==> src/design/vvc_pkg.sv <==
package vvc_pkg;

	// ------------------------------------------------------------
	// Widths and sizes
	// ------------------------------------------------------------
	localparam int PIX_W = 24;
	localparam int LINE_W = 13;
	localparam int LO_W = 8;
	localparam int HI_W = LINE_W - LO_W;
	localparam int NUM_PORTS = 2;
	localparam int FIFO_DEPTH = 16;
	localparam int ADDR_W = 12;
	localparam int DATA_W = 32;

	// ------------------------------------------------------------
	// Register indices (byte address is four times the index)
	// ------------------------------------------------------------
	localparam logic [7:0] IDX_CROP_CTRL = 8'h37;
	localparam logic [7:0] IDX_FIRST_LO = 8'h3A;
	localparam logic [7:0] IDX_FIRST_HI = 8'h3B;
	localparam logic [7:0] IDX_LAST_LO = 8'h3C;
	localparam logic [7:0] IDX_LAST_HI = 8'h3D;
	localparam logic [7:0] IDX_PORT_SEL = 8'h41;
	localparam logic [7:0] IDX_STATUS = 8'h42;

	localparam logic [ADDR_W-1:0] ADDR_CROP_CTRL = {2'b00, IDX_CROP_CTRL, 2'b00};
	localparam logic [ADDR_W-1:0] ADDR_FIRST_LO = {2'b00, IDX_FIRST_LO, 2'b00};
	localparam logic [ADDR_W-1:0] ADDR_FIRST_HI = {2'b00, IDX_FIRST_HI, 2'b00};
	localparam logic [ADDR_W-1:0] ADDR_LAST_LO = {2'b00, IDX_LAST_LO, 2'b00};
	localparam logic [ADDR_W-1:0] ADDR_LAST_HI = {2'b00, IDX_LAST_HI, 2'b00};
	localparam logic [ADDR_W-1:0] ADDR_PORT_SEL = {2'b00, IDX_PORT_SEL, 2'b00};
	localparam logic [ADDR_W-1:0] ADDR_STATUS = {2'b00, IDX_STATUS, 2'b00};

	// ------------------------------------------------------------
	// Field positions and reset values
	// ------------------------------------------------------------
	localparam int CROP_EN_BIT = 7;
	localparam int STAT_WIN_BIT = 16;
	localparam int STAT_LEVEL_LSB = 20;
	localparam logic RST_CROP_EN = 1'b0;
	localparam logic [LINE_W-1:0] RST_LINE = 13'h0000;
	localparam logic RST_PORT_SEL = 1'b0;

	// ------------------------------------------------------------
	// Video word: frame start, line start, data enable, pixel
	// ------------------------------------------------------------
	typedef struct packed {
		logic sof;
		logic sol;
		logic active_video_flag;
		logic [PIX_W-1:0] pix;
	} vvc_word_t;

	localparam int WORD_W = $bits(vvc_word_t);

endpackage

==> src/design/vvc_crop_top.sv <==
`timescale 1ns/1ps
module vvc_crop_top #(
	parameter int FIFO_DEPTH = vvc_pkg::FIFO_DEPTH
) (
	// Clock and reset
	input wire logic core_clk_in,
	input wire logic arst_n_in,
	// APB slave
	input wire logic psel_in,
	input wire logic penable_in,
	input wire logic pwrite_in,
	input wire logic [vvc_pkg::ADDR_W-1:0] paddr_in,
	input wire logic [vvc_pkg::DATA_W-1:0] pwdata_in,
	output logic [vvc_pkg::DATA_W-1:0] prdata_out,
	output logic pready_out,
	output logic pslverr_out,
	// Video from source
	input wire logic vid_valid_in,
	input wire vvc_pkg::vvc_word_t vid_word_in,
	output logic vid_ready_out,
	// Video toward serial ports, one beat for both ports
	output logic out_valid_out,
	output vvc_pkg::vvc_word_t [vvc_pkg::NUM_PORTS-1:0] out_word_out,
	input wire logic out_ready_in
);

	localparam int NP = vvc_pkg::NUM_PORTS;
	localparam int LW = vvc_pkg::LINE_W;
	localparam int LO = vvc_pkg::LO_W;
	localparam int HI = vvc_pkg::HI_W;
	localparam int DW = vvc_pkg::DATA_W;
	localparam int CW = $clog2(FIFO_DEPTH+1);

	// ------------------------------------------------------------
	// Input buffer
	// ------------------------------------------------------------
	logic fifo_valid;
	vvc_pkg::vvc_word_t fifo_word;
	logic fifo_ready;
	logic [CW-1:0] fifo_level;

	vvc_fifo #(
		.W(vvc_pkg::WORD_W),
		.DEPTH(FIFO_DEPTH)
	) u_fifo (
		.clk_in(core_clk_in),
		.arst_n_in(arst_n_in),
		.wr_valid_in(vid_valid_in),
		.wr_data_in(vid_word_in),
		.wr_ready_out(vid_ready_out),
		.rd_valid_out(fifo_valid),
		.rd_data_out(fifo_word),
		.rd_ready_in(fifo_ready),
		.level_out(fifo_level)
	);

	// ------------------------------------------------------------
	// APB decode
	// ------------------------------------------------------------
	logic pready_r;
	logic pslverr_r;
	logic [DW-1:0] prdata_r;
	logic sel_r;

	wire access = psel_in && penable_in;
	wire first_beat = access && !pready_r;
	wire apb_wr = access && pready_r && pwrite_in && !pslverr_r;

	wire hit_ctrl = (paddr_in == vvc_pkg::ADDR_CROP_CTRL);
	wire hit_flo = (paddr_in == vvc_pkg::ADDR_FIRST_LO);
	wire hit_fhi = (paddr_in == vvc_pkg::ADDR_FIRST_HI);
	wire hit_llo = (paddr_in == vvc_pkg::ADDR_LAST_LO);
	wire hit_lhi = (paddr_in == vvc_pkg::ADDR_LAST_HI);
	wire hit_sel = (paddr_in == vvc_pkg::ADDR_PORT_SEL);
	wire hit_stat = (paddr_in == vvc_pkg::ADDR_STATUS);
	wire hit_any = hit_ctrl || hit_flo || hit_fhi || hit_llo || hit_lhi
		|| hit_sel || hit_stat;
	// Status is read-only; a write to it is flagged as an error
	wire bad = !hit_any || (hit_stat && pwrite_in);

	// ------------------------------------------------------------
	// Per-port crop state
	// ------------------------------------------------------------
	logic [NP-1:0] en_r;
	logic [LW-1:0] first_r [NP];
	logic [LW-1:0] last_r [NP];
	logic [LW-1:0] line_r [NP];
	logic [NP-1:0] win_r;
	logic out_valid_r;
	vvc_pkg::vvc_word_t [NP-1:0] out_word_r;

	// Both ports move in lock step, so one stall holds both
	wire fire = fifo_valid && (!out_valid_r || out_ready_in);
	assign fifo_ready = !out_valid_r || out_ready_in;

	genvar p;
	generate
		for (p = 0; p < NP; p++) begin : g_port
			wire wsel = apb_wr && (sel_r == 1'(p));
			wire [LW-1:0] cur_line;
			wire in_win;

			// Line index of the word now leaving the buffer
			assign cur_line = fifo_word.sof ? '0 :
				(fifo_word.sol ? LW'(line_r[p] + 1'b1) : line_r[p]);
			assign in_win = (cur_line >= first_r[p])
				&& (cur_line <= last_r[p]);

			always_ff @(posedge core_clk_in or negedge arst_n_in) begin
				if (!arst_n_in) begin
					en_r[p] <= vvc_pkg::RST_CROP_EN;
					first_r[p] <= vvc_pkg::RST_LINE;
					last_r[p] <= vvc_pkg::RST_LINE;
				end else if (wsel) begin
					if (hit_ctrl) begin
						en_r[p] <= pwdata_in[vvc_pkg::CROP_EN_BIT];
					end
					if (hit_flo) begin
						first_r[p][LO-1:0] <= pwdata_in[LO-1:0];
					end
					if (hit_fhi) begin
						first_r[p][LW-1:LO] <= pwdata_in[HI-1:0];
					end
					if (hit_llo) begin
						last_r[p][LO-1:0] <= pwdata_in[LO-1:0];
					end
					if (hit_lhi) begin
						last_r[p][LW-1:LO] <= pwdata_in[HI-1:0];
					end
				end
			end

			always_ff @(posedge core_clk_in or negedge arst_n_in) begin
				if (!arst_n_in) begin
					line_r[p] <= vvc_pkg::RST_LINE;
					win_r[p] <= 1'b0;
					out_word_r[p] <= '0;
				end else if (fire) begin
					line_r[p] <= cur_line;
					win_r[p] <= in_win;
					out_word_r[p] <= fifo_word;
					// Outside the window the pixel stays, only the flag drops
					out_word_r[p].active_video_flag <= fifo_word.active_video_flag
						&& (!en_r[p] || in_win);
				end
			end
		end
	endgenerate

	always_ff @(posedge core_clk_in or negedge arst_n_in) begin
		if (!arst_n_in) begin
			out_valid_r <= 1'b0;
		end else if (fire) begin
			out_valid_r <= 1'b1;
		end else if (out_ready_in) begin
			out_valid_r <= 1'b0;
		end
	end

	assign out_valid_out = out_valid_r;
	assign out_word_out = out_word_r;

	// ------------------------------------------------------------
	// Register read mux, selected port only
	// ------------------------------------------------------------
	wire [LW-1:0] sel_first = first_r[sel_r];
	wire [LW-1:0] sel_last = last_r[sel_r];
	wire [LW-1:0] sel_line = line_r[sel_r];
	wire [DW-1:0] rd_ctrl = DW'({en_r[sel_r], 7'h00});
	wire [DW-1:0] rd_flo = DW'(sel_first[LO-1:0]);
	wire [DW-1:0] rd_fhi = DW'(sel_first[LW-1:LO]);
	wire [DW-1:0] rd_llo = DW'(sel_last[LO-1:0]);
	wire [DW-1:0] rd_lhi = DW'(sel_last[LW-1:LO]);
	wire [DW-1:0] rd_sel = DW'(sel_r);
	wire [DW-1:0] rd_stat = (DW'(fifo_level) << vvc_pkg::STAT_LEVEL_LSB)
		| (DW'(win_r[sel_r]) << vvc_pkg::STAT_WIN_BIT)
		| DW'(sel_line);
	wire [DW-1:0] rd_mux = hit_ctrl ? rd_ctrl :
		hit_flo ? rd_flo :
		hit_fhi ? rd_fhi :
		hit_llo ? rd_llo :
		hit_lhi ? rd_lhi :
		hit_sel ? rd_sel :
		hit_stat ? rd_stat : '0;

	// ------------------------------------------------------------
	// APB answer: one wait state, then ready with data
	// ------------------------------------------------------------
	always_ff @(posedge core_clk_in or negedge arst_n_in) begin
		if (!arst_n_in) begin
			pready_r <= 1'b0;
			pslverr_r <= 1'b0;
			prdata_r <= '0;
		end else if (first_beat) begin
			pready_r <= 1'b1;
			pslverr_r <= bad;
			prdata_r <= (pwrite_in || bad) ? '0 : rd_mux;
		end else begin
			pready_r <= 1'b0;
			pslverr_r <= 1'b0;
		end
	end

	always_ff @(posedge core_clk_in or negedge arst_n_in) begin
		if (!arst_n_in) begin
			sel_r <= vvc_pkg::RST_PORT_SEL;
		end else if (apb_wr && hit_sel) begin
			sel_r <= pwdata_in[0];
		end
	end

	assign prdata_out = prdata_r;
	assign pready_out = pready_r;
	assign pslverr_out = pslverr_r;

endmodule

==> src/design/vvc_fifo.sv <==
`timescale 1ns/1ps
module vvc_fifo #(
	parameter int W = 8,
	parameter int DEPTH = 16
) (
	// Clock and reset
	input wire logic clk_in,
	input wire logic arst_n_in,
	// Fill side
	input wire logic wr_valid_in,
	input wire logic [W-1:0] wr_data_in,
	output logic wr_ready_out,
	// Drain side
	output logic rd_valid_out,
	output logic [W-1:0] rd_data_out,
	input wire logic rd_ready_in,
	// Status
	output logic [$clog2(DEPTH+1)-1:0] level_out
);

	localparam int AW = $clog2(DEPTH);
	localparam int CW = $clog2(DEPTH+1);

	logic [W-1:0] mem_r [DEPTH];
	logic [AW-1:0] wptr_r;
	logic [AW-1:0] rptr_r;
	logic [CW-1:0] count_r;
	logic [CW-1:0] count_nxt;
	logic ready_r;
	logic valid_r;
	logic [W-1:0] data_r;

	wire push = wr_valid_in && ready_r;
	wire load = (count_r != '0) && (!valid_r || rd_ready_in);

	assign count_nxt = count_r + CW'(push) - CW'(load);
	assign wr_ready_out = ready_r;
	assign rd_valid_out = valid_r;
	assign rd_data_out = data_r;
	assign level_out = count_r;

	// Storage has no reset; pointers, count, flags and output data do
	always_ff @(posedge clk_in) begin
		if (push) begin
			mem_r[wptr_r] <= wr_data_in;
		end
	end

	always_ff @(posedge clk_in or negedge arst_n_in) begin
		if (!arst_n_in) begin
			wptr_r <= '0;
			rptr_r <= '0;
			count_r <= '0;
			ready_r <= 1'b0;
			valid_r <= 1'b0;
			data_r <= '0;
		end else begin
			wptr_r <= push ? AW'((wptr_r + 1'b1) % DEPTH) : wptr_r;
			rptr_r <= load ? AW'((rptr_r + 1'b1) % DEPTH) : rptr_r;
			count_r <= count_nxt;
			ready_r <= (count_nxt != CW'(DEPTH));
			if (load) begin
				data_r <= mem_r[rptr_r];
				valid_r <= 1'b1;
			end else if (rd_ready_in) begin
				valid_r <= 1'b0;
			end
		end
	end

endmodule

==> config.mk <==
export PLATFORM = sky130hd
export DESIGN_NAME = vvc_crop_top
export DESIGN_NICKNAME = d
export VERILOG_FILES = /design/src/design/vvc_pkg.sv /design/src/design/vvc_crop_top.sv /design/src/design/vvc_fifo.sv
export SDC_FILE = /design/constraint.sdc
export NUM_CORES = 1
export LEC_CHECK = 0
export ABC_CLOCK_PERIOD_IN_PS = 3250
export BUFFER_PORTS_ARGS = -buffer_cell sky130_fd_sc_hd__buf_2
export CAP_MARGIN = 20
export CORE_ASPECT_RATIO = 1.25
export CORE_MARGIN = 2
export CORE_UTILIZATION = 25
export CTS_CLUSTER_SIZE = 28
export DETAILED_ROUTE_END_ITERATION = 8
export PLACE_DENSITY = 0.53
export REMOVE_ABC_BUFFERS = 1
export SETUP_SLACK_MARGIN = 0.05
export SYNTH_ARGS = -nofsm -noshare
export SYNTH_HDL_FRONTEND = slang
export SYNTH_SLANG_ARGS = --single-unit
==> constraint.sdc <==
create_clock -name core_clk_in -period 3.25 [get_ports core_clk_in]
set_input_delay 0.4875 -clock core_clk_in [delete_from_list [all_inputs] [get_ports core_clk_in]]
set_output_delay 0.4875 -clock core_clk_in [all_outputs]
set_load 0.1 [all_outputs]
==> out/metrics.cfg, run 1 <==
[run_status]
status=finished, final reports clean

[global_route]
overflow=0
grt_most_used_layer=met2
grt_max_degree=92
grt.met3_usage=0.02275
met1_usage=0.1609
grt_util_met2=0.2194
grt_pass1_wl_um=100300
antenna_found_initial=10
grt_use_total=0.1263
grt_pass1_vias=15420

[timing]
finalSetupTns_ns=0
holdWs_ns=0.1608
max_slew_margin=0.4408
hold_violations=0
setup_viol=0
setup_ws_ns=0.2052
rsz0062_at_grt=no
finalClockSkew_ns=0.03774
drv_slew=0
finalCritPeriodShare=0.9369
max_freq_mhz=328.4
tightest_slew_ns=0.8389
fin_crit_ns=3.045

[setup_path]
worst_ep_arrival_time_ns=3.52
worstSetupPathType=flop to flop
worstSetupEndpointType=flop
max_stage_delay_ns=0.39
startpoint_type=flop
reg2reg_depth=13
required_ns=3.72
crit_slowest_cell=dfrtp_1
timing.rr.start=u_fifo.rd_data_out[25]$_DFFE_PN0P_
path_cells=buf_6 -> nand4_1 -> buf_4 -> or3_1 -> a21oi_1 -> ha_1 -> nand4_1 -> nor2_1 -> o31ai_1 -> a211oi_1 -> a31oi_1 -> buf_4 -> a221o_1
startpoint=u_fifo.rd_data_out[25]$_DFFE_PN0P_
cp_max_fo=12

[clocking]
cts_tree=yes
cts_made_buffers=70
clock-sinks=607
htreeDepth=3
cts_buffer_depth=3
clk_pin_slew_ns=0.06
clock_latency_ns=0.63
cts_root_buf=clkbuf_16

[logic_synthesis]
yosys_warnings=0
synth_sequential_area_ratio=0.6673
ys_ff_latch=607
synth_flop_cell=edfxtp_1
synth_edf_count=432
netlist_area_um2=26000
netlist_instances=1601
yosysUniqueCellTypes=60
synthArstFlopShare=0.2883
avgSynthCellArea_um2=16.24

[detailed_routing]
drt-initial-drc-count=928
num_vias=14530
drcViolationCount=0
firstDrtPassIters=5
via_per_inst=4.542
routed_wl_um=67440
final_antenna_net_count=0
drt-wirelength-per-cell_um=21.08

[power_and_ir_drop]
peakVddDrop_uv=1036
power_leakage_uw=0.01148
powerDensity_nw_per_um2=853.3

[floorplanning]
core_region_area_um2=103400
die_x_um=292.5
fp.dieH_um=364.6
dieArea_um2=106600
start_util=0.2515
rows=132
io_pins=168

[placed_design]
place_ws_ns=-0.08417
port_buffers=130
dp_hpwl_um=42500
gp_congestion=0.8661

[final_layout]
layout.nets=1946
drive_gt1_frac=0.3199
final_common_cell=edfxtp_1
mostFrequentLayoutCells=edfxtp_1 (432), nand2_1 (204), dfrtp_1 (171)
area_delta_synth_final_pct=19.96

[hold_path]
holdPathStages=2
hp-start=pwrite_in
holdCritPathClass=input pin to flop

[job]
max_cap_violations=0

[metrics by stage]
| stage | utilization | instances | instance area (um^2) | total power, uW |
|---|---|---|---|---|
| after floorplan | - | 1512 | 25490 | 16330 |
| after global placement | 0.2770 | 3062 | 28640 | 18650 |
| after detailed placement | 0.2770 | 3062 | 28640 | 18790 |
| after CTS | 0.3007 | 3191 | 31090 | 27020 |
| after global routing | 0.3017 | 3197 | 31190 | 27820 |
| final | 0.3017 | 3199 | 31190 | 26620 |
[critical path, delay by kind of cell, from the launching register on]
family,cells,cell delay (ns)
buffers and inverters,3,0.52
AND/OR/NAND/NOR,4,0.76
AO/OA/AOI/OAI,5,1.05
flip-flops,1,0.39
adder cells (fa/ha/maj),1,0.20
[area by class of cell]
class	instances	area, um^2
flip-flops and latches	607	17360
clock inverters	33	467.9
diodes	2	5.005
clock buffers	94	1953
well taps	1340	1677
fillers	10230	72200
repair buffers	218	1489
inverters	64	240.2
multi-input cells	841	7999
[logic make-up after synthesis]
logic type / count (synthesis) / share of synthesized area
adder cells (fa/ha/maj): 66 / 0.03205
other: 1 / 0.0001442
XOR/XNOR: 31 / 0.01044
AND/OR/NAND/NOR: 367 / 0.06578
multiplexers: 249 / 0.1667
flip-flops: 607 / 0.6673
buffers and inverters: 165 / 0.03060
AO/OA/AOI/OAI: 115 / 0.02695
[layer usage]
metal  routed length, um  up-vias  part of all wire
met3                3198      113             0.047
met2               33430      380              0.50
met1               29060     7578              0.43
met5                  48        -           0.00071
met4                1703        8             0.025
li1                    -     6452                 -
[state kept, by name (all words and copies together), names as in the netlist, 5 cells and up]
signal and flops:
line_r 26, u_fifo.mem_r 432, last_r 26, u_fifo.level_out 5, first_r 26, u_fifo.rd_data_out 27, out_word_out 28, prdata_out 19
[report_power, final]
part           switching (uW)  internal (uW)  leakage, uW
Clock                    3290           4850      0.00117
Combinational            5390           3110      0.00414
Sequential                601           9370      0.00618
Total                    9280          17300       0.0115
[what timing repair did]
item / in CTS / in global routing
endpoints found under the hold margin: 6 / 0
hold buffers: 1 / 0
pin swaps: 1 / 10
gates resized for setup: 4 / 15
setup buffers: 1 / 6
endpoints found under the setup margin: 3 / 4
[synth_stat cells, types with 13 or more instances]
cell | n | area [um^2]
nand2_1 | 205 | 769.5
nand4_1 | 18 | 112.6
xnor2_1 | 16 | 140.1
xor2_1 | 15 | 131.4
o21ai_0 | 51 | 255.2
clkbuf_1 | 39 | 146.4
and2_1 | 14 | 87.58
mux2i_1 | 27 | 270.3
buf_4 | 39 | 292.8
nand3_1 | 13 | 65.06
ha_1 | 65 | 813.3
mux2_2 | 82 | 923.4
edfxtp_1 | 432 | 12970
a21oi_1 | 18 | 90.09
mux4_2 | 139 | 3131
nor2_1 | 46 | 172.7
dfrtp_1 | 175 | 4379
inv_1 | 64 | 240.2
[final timing paths]
path / to / slack [ns]
worst min-delay path: prdata_out[7]$_DFFE_PN0P_ / 0.16
max in group asynchronous: line_r[10]$_DFFE_PN0P_ / 1.82
worst min register to register: out_word_out[37]$_DFFE_PN0P_ / 0.47
worst max register to register: out_word_out[24]$_DFFE_PN0P_ / 0.21
worst max-delay path: out_word_out[24]$_DFFE_PN0P_ / 0.21
min in group asynchronous: pready_out$_DFF_PN0_ / 0.51
No activity file was read; power rests on OpenSTA's default activity.
==> inputs of run 2 (changes only) <==
--- a/config.mk
+++ b/config.mk
@@ -14,6 +14,7 @@
 export CTS_CLUSTER_SIZE = 28
 export DETAILED_ROUTE_END_ITERATION = 8
 export PLACE_DENSITY = 0.53
+export RECOVER_POWER = 50
 export REMOVE_ABC_BUFFERS = 1
 export SETUP_SLACK_MARGIN = 0.05
 export SYNTH_ARGS = -nofsm -noshare
==> run 2 against run 1 <==
The flow now finishes with violations (max-capacitance violations, max-slew violations). Total power about the same. Global-route usage unchanged. Non-clock buffer count unchanged. Routed wire length about the same. Sequential share of layout area is 0.13 points higher. Core utilization is 0.074 points lower. Die area stayed put. Clock skew rose by 0.0033 ns. Maximum frequency increased by 0.56%. Critical path type unchanged. Critical endpoint unchanged. Largest cell class unchanged. Highest routed layer unchanged.
==> out/metrics.cfg, run 2 (same netlist as run 1, synthesis figures left out) <==
[placed_design]
dp_hpwl_um=42500  ; unchanged
gp_congestion=0.8661  ; unchanged
dp.cells=3062  ; unchanged
port_buffers=130  ; unchanged
place_ws_ns=-0.08417  ; unchanged

[run_status]
status=finished with violations  ; was finished, final reports clean
violations=max-capacitance violations, max-slew violations

[timing]
drv_slew=26  ; was 0
finalClockSkew_ns=0.04109  ; was 0.03774 ns
fin_crit_ns=3.028  ; was 3.045 ns
max_freq_mhz=330.3  ; was 328.4 MHz
max_slew_margin=-0.1292  ; was 0.4408
rsz0062_at_grt=no  ; unchanged
finalCritPeriodShare=0.9317  ; was 0.9369
setup_viol=0  ; unchanged
setup_ws_ns=0.2221  ; was 0.2052 ns
hold_violations=0  ; unchanged
holdWs_ns=0.1565  ; was 0.1608 ns
tightest_slew_ns=1.694  ; was 0.8389 ns
finalSetupTns_ns=0  ; unchanged

[detailed_routing]
drt-wirelength-per-cell_um=21.08  ; about the same
final_antenna_net_count=0  ; unchanged
drcViolationCount=0  ; unchanged
routed_wl_um=67450  ; was 67,440 um
firstDrtPassIters=7  ; was 5
num_vias=14530  ; about the same
drt-initial-drc-count=916  ; was 928
via_per_inst=4.540  ; was 4.542

[final_layout]
nFillCells=10250  ; was 10,230
layout.cells.non_filler=3199  ; unchanged
multi_input_area_um2=7991  ; was 7999 um^2
mostFrequentLayoutCells=edfxtp_1 (432), nand2_1 (205), dfrtp_1 (172)  ; was edfxtp_1 (432), nand2_1 (204), dfrtp_1 (171)
area_delta_synth_final_pct=19.67  ; was 19.96%
final_common_cell=edfxtp_1  ; unchanged
largest_reg_flops=432  ; unchanged
top_register=u_fifo.mem_r  ; unchanged
ff_latch_area_um2=17360  ; about the same
layout.nets=1946  ; unchanged
drive_gt1_frac=0.3005  ; was 0.3199

[global_route]
grt_use_total=0.1263  ; unchanged
overflow=0  ; unchanged
grt_pass1_vias=15420  ; unchanged
antenna_found_initial=6  ; was 10
grt_max_degree=92  ; unchanged
grt_pass1_wl_um=100300  ; unchanged

[clocking]
clk_pin_slew_ns=0.06  ; about the same
clock-sinks=607  ; unchanged
cts_buffer_depth=3  ; unchanged
cts_root_buf=clkbuf_16  ; unchanged
cts_tree=yes  ; unchanged
clock_latency_ns=0.63  ; about the same
cts_made_buffers=70  ; unchanged
htreeDepth=3  ; unchanged

[setup_path]
crit_slowest_cell=dfrtp_1  ; unchanged
worstSetupEndpointType=flop  ; unchanged
max_stage_delay_ns=0.39  ; about the same
worstSetupPathType=flop to flop  ; unchanged
cp.buffers_inverters=3  ; unchanged
worst_ep_arrival_time_ns=3.50  ; was 3.52 ns
startpoint=u_fifo.rd_data_out[25]$_DFFE_PN0P_  ; unchanged
startpoint_type=flop  ; unchanged
required_ns=3.72  ; about the same
path_cells=buf_6 -> nand4_1 -> buf_4 -> or3_1 -> a21oi_1 -> ha_1 -> nand4_1 -> nor2_1 -> o31ai_1 -> a211oi_1 -> a31oi_1 -> buf_4 -> a221o_1  ; unchanged
timing.rr.start=u_fifo.rd_data_out[25]$_DFFE_PN0P_  ; unchanged
cp_top_family=compound AO/OA/AOI/OAI gates  ; unchanged
cp_max_fo=12  ; unchanged

[power_and_ir_drop]
power_uw=26600  ; was 26,620 uW
peakVddDrop_uv=1036  ; about the same
powerDensity_nw_per_um2=854.9  ; was 853.3 nW/um^2
power_leakage_uw=0.01139  ; was 0.01148 uW

[floorplanning]
fp.dieH_um=364.6  ; unchanged
rows=132  ; unchanged
io_pins=168  ; unchanged
dieArea_um2=106600  ; unchanged
die_x_um=292.5  ; unchanged
start_util=0.2515  ; unchanged
core_region_area_um2=103400  ; unchanged

[hold_path]
hp-start=pwrite_in  ; unchanged
holdCritPathClass=input pin to flop  ; unchanged

[job]
max_cap_violations=1  ; was 0

## run 2: cell types whose count changed in the layout (fill, tap and decap cells not counted), sizes merged
cell	change
buf	-34
clkbuf	+34
## run 2: worst paths after layout
check	to	slack, ns	cells after the start
worst max-delay path	out_word_out[24]$_DFFE_PN0P_	0.22	13
worst min-delay path	prdata_out[7]$_DFFE_PN0P_	0.16	2
worst max register to register	out_word_out[24]$_DFFE_PN0P_	0.22	13
worst min register to register	out_word_out[37]$_DFFE_PN0P_	0.47	2
max in group asynchronous	out_word_out[40]$_DFFE_PN0P_	0.93	3
min in group asynchronous	pready_out$_DFF_PN0_	0.50	2
## run 2: power by group
part           internal [uW]  total (uW)  switching, uW  leakage [uW]
Sequential              9380        9980            600       0.00618
Combinational           3090        8480           5390       0.00404
Clock                   4850        8150           3290       0.00117
## run 2: timing repair
action | 4_1_cts | 5_1_grt
setup endpoints to repair | 3 | 4
hold endpoints to repair | 6 | 0
setup buffers | 1 | 6
resized for setup | 4 | 15
hold buffers | 1 | 0
pin swaps | 1 | 10
## run 2: cell type report
class | count | area share
sequential | 607 | 0.5579
multi-input combinational | 841 | 0.2568
clock buffer | 94 | 0.06277
tap | 1340 | 0.05388
timing repair buffer | 218 | 0.04568
clock inverter | 33 | 0.01504
inverter | 64 | 0.007720
antenna | 2 | 0.0001608
## run 2: stage by stage
stage	area [um^2]	util
finish	31120	0.3010
global route	31110	0.3009
CTS	31090	0.3007
detailed placement	28640	0.2770
global placement	28640	0.2770
floorplan	25490	-
## run 2: worst register-to-register path, cell delays in order, from the launching register on
cell and delay [ns]:
dfrtp_1 0.39, buf_6 0.17, nand4_1 0.16, buf_4 0.19
or3_1 0.34, a21oi_1 0.31, ha_1 0.20, nand4_1 0.13
nor2_1 0.14, o31ai_1 0.09, a211oi_1 0.24, a31oi_1 0.10
buf_4 0.16, a221o_1 0.29
## run 2: routing by layer
layer,vias up,part of all wire,global-route usage
li1,6452,-,-
met1,7618,0.44,0.1609
met2,346,0.50,0.2194
met3,105,0.043,0.02275
met4,4,0.024,0.03590
met5,-,0.00033,0
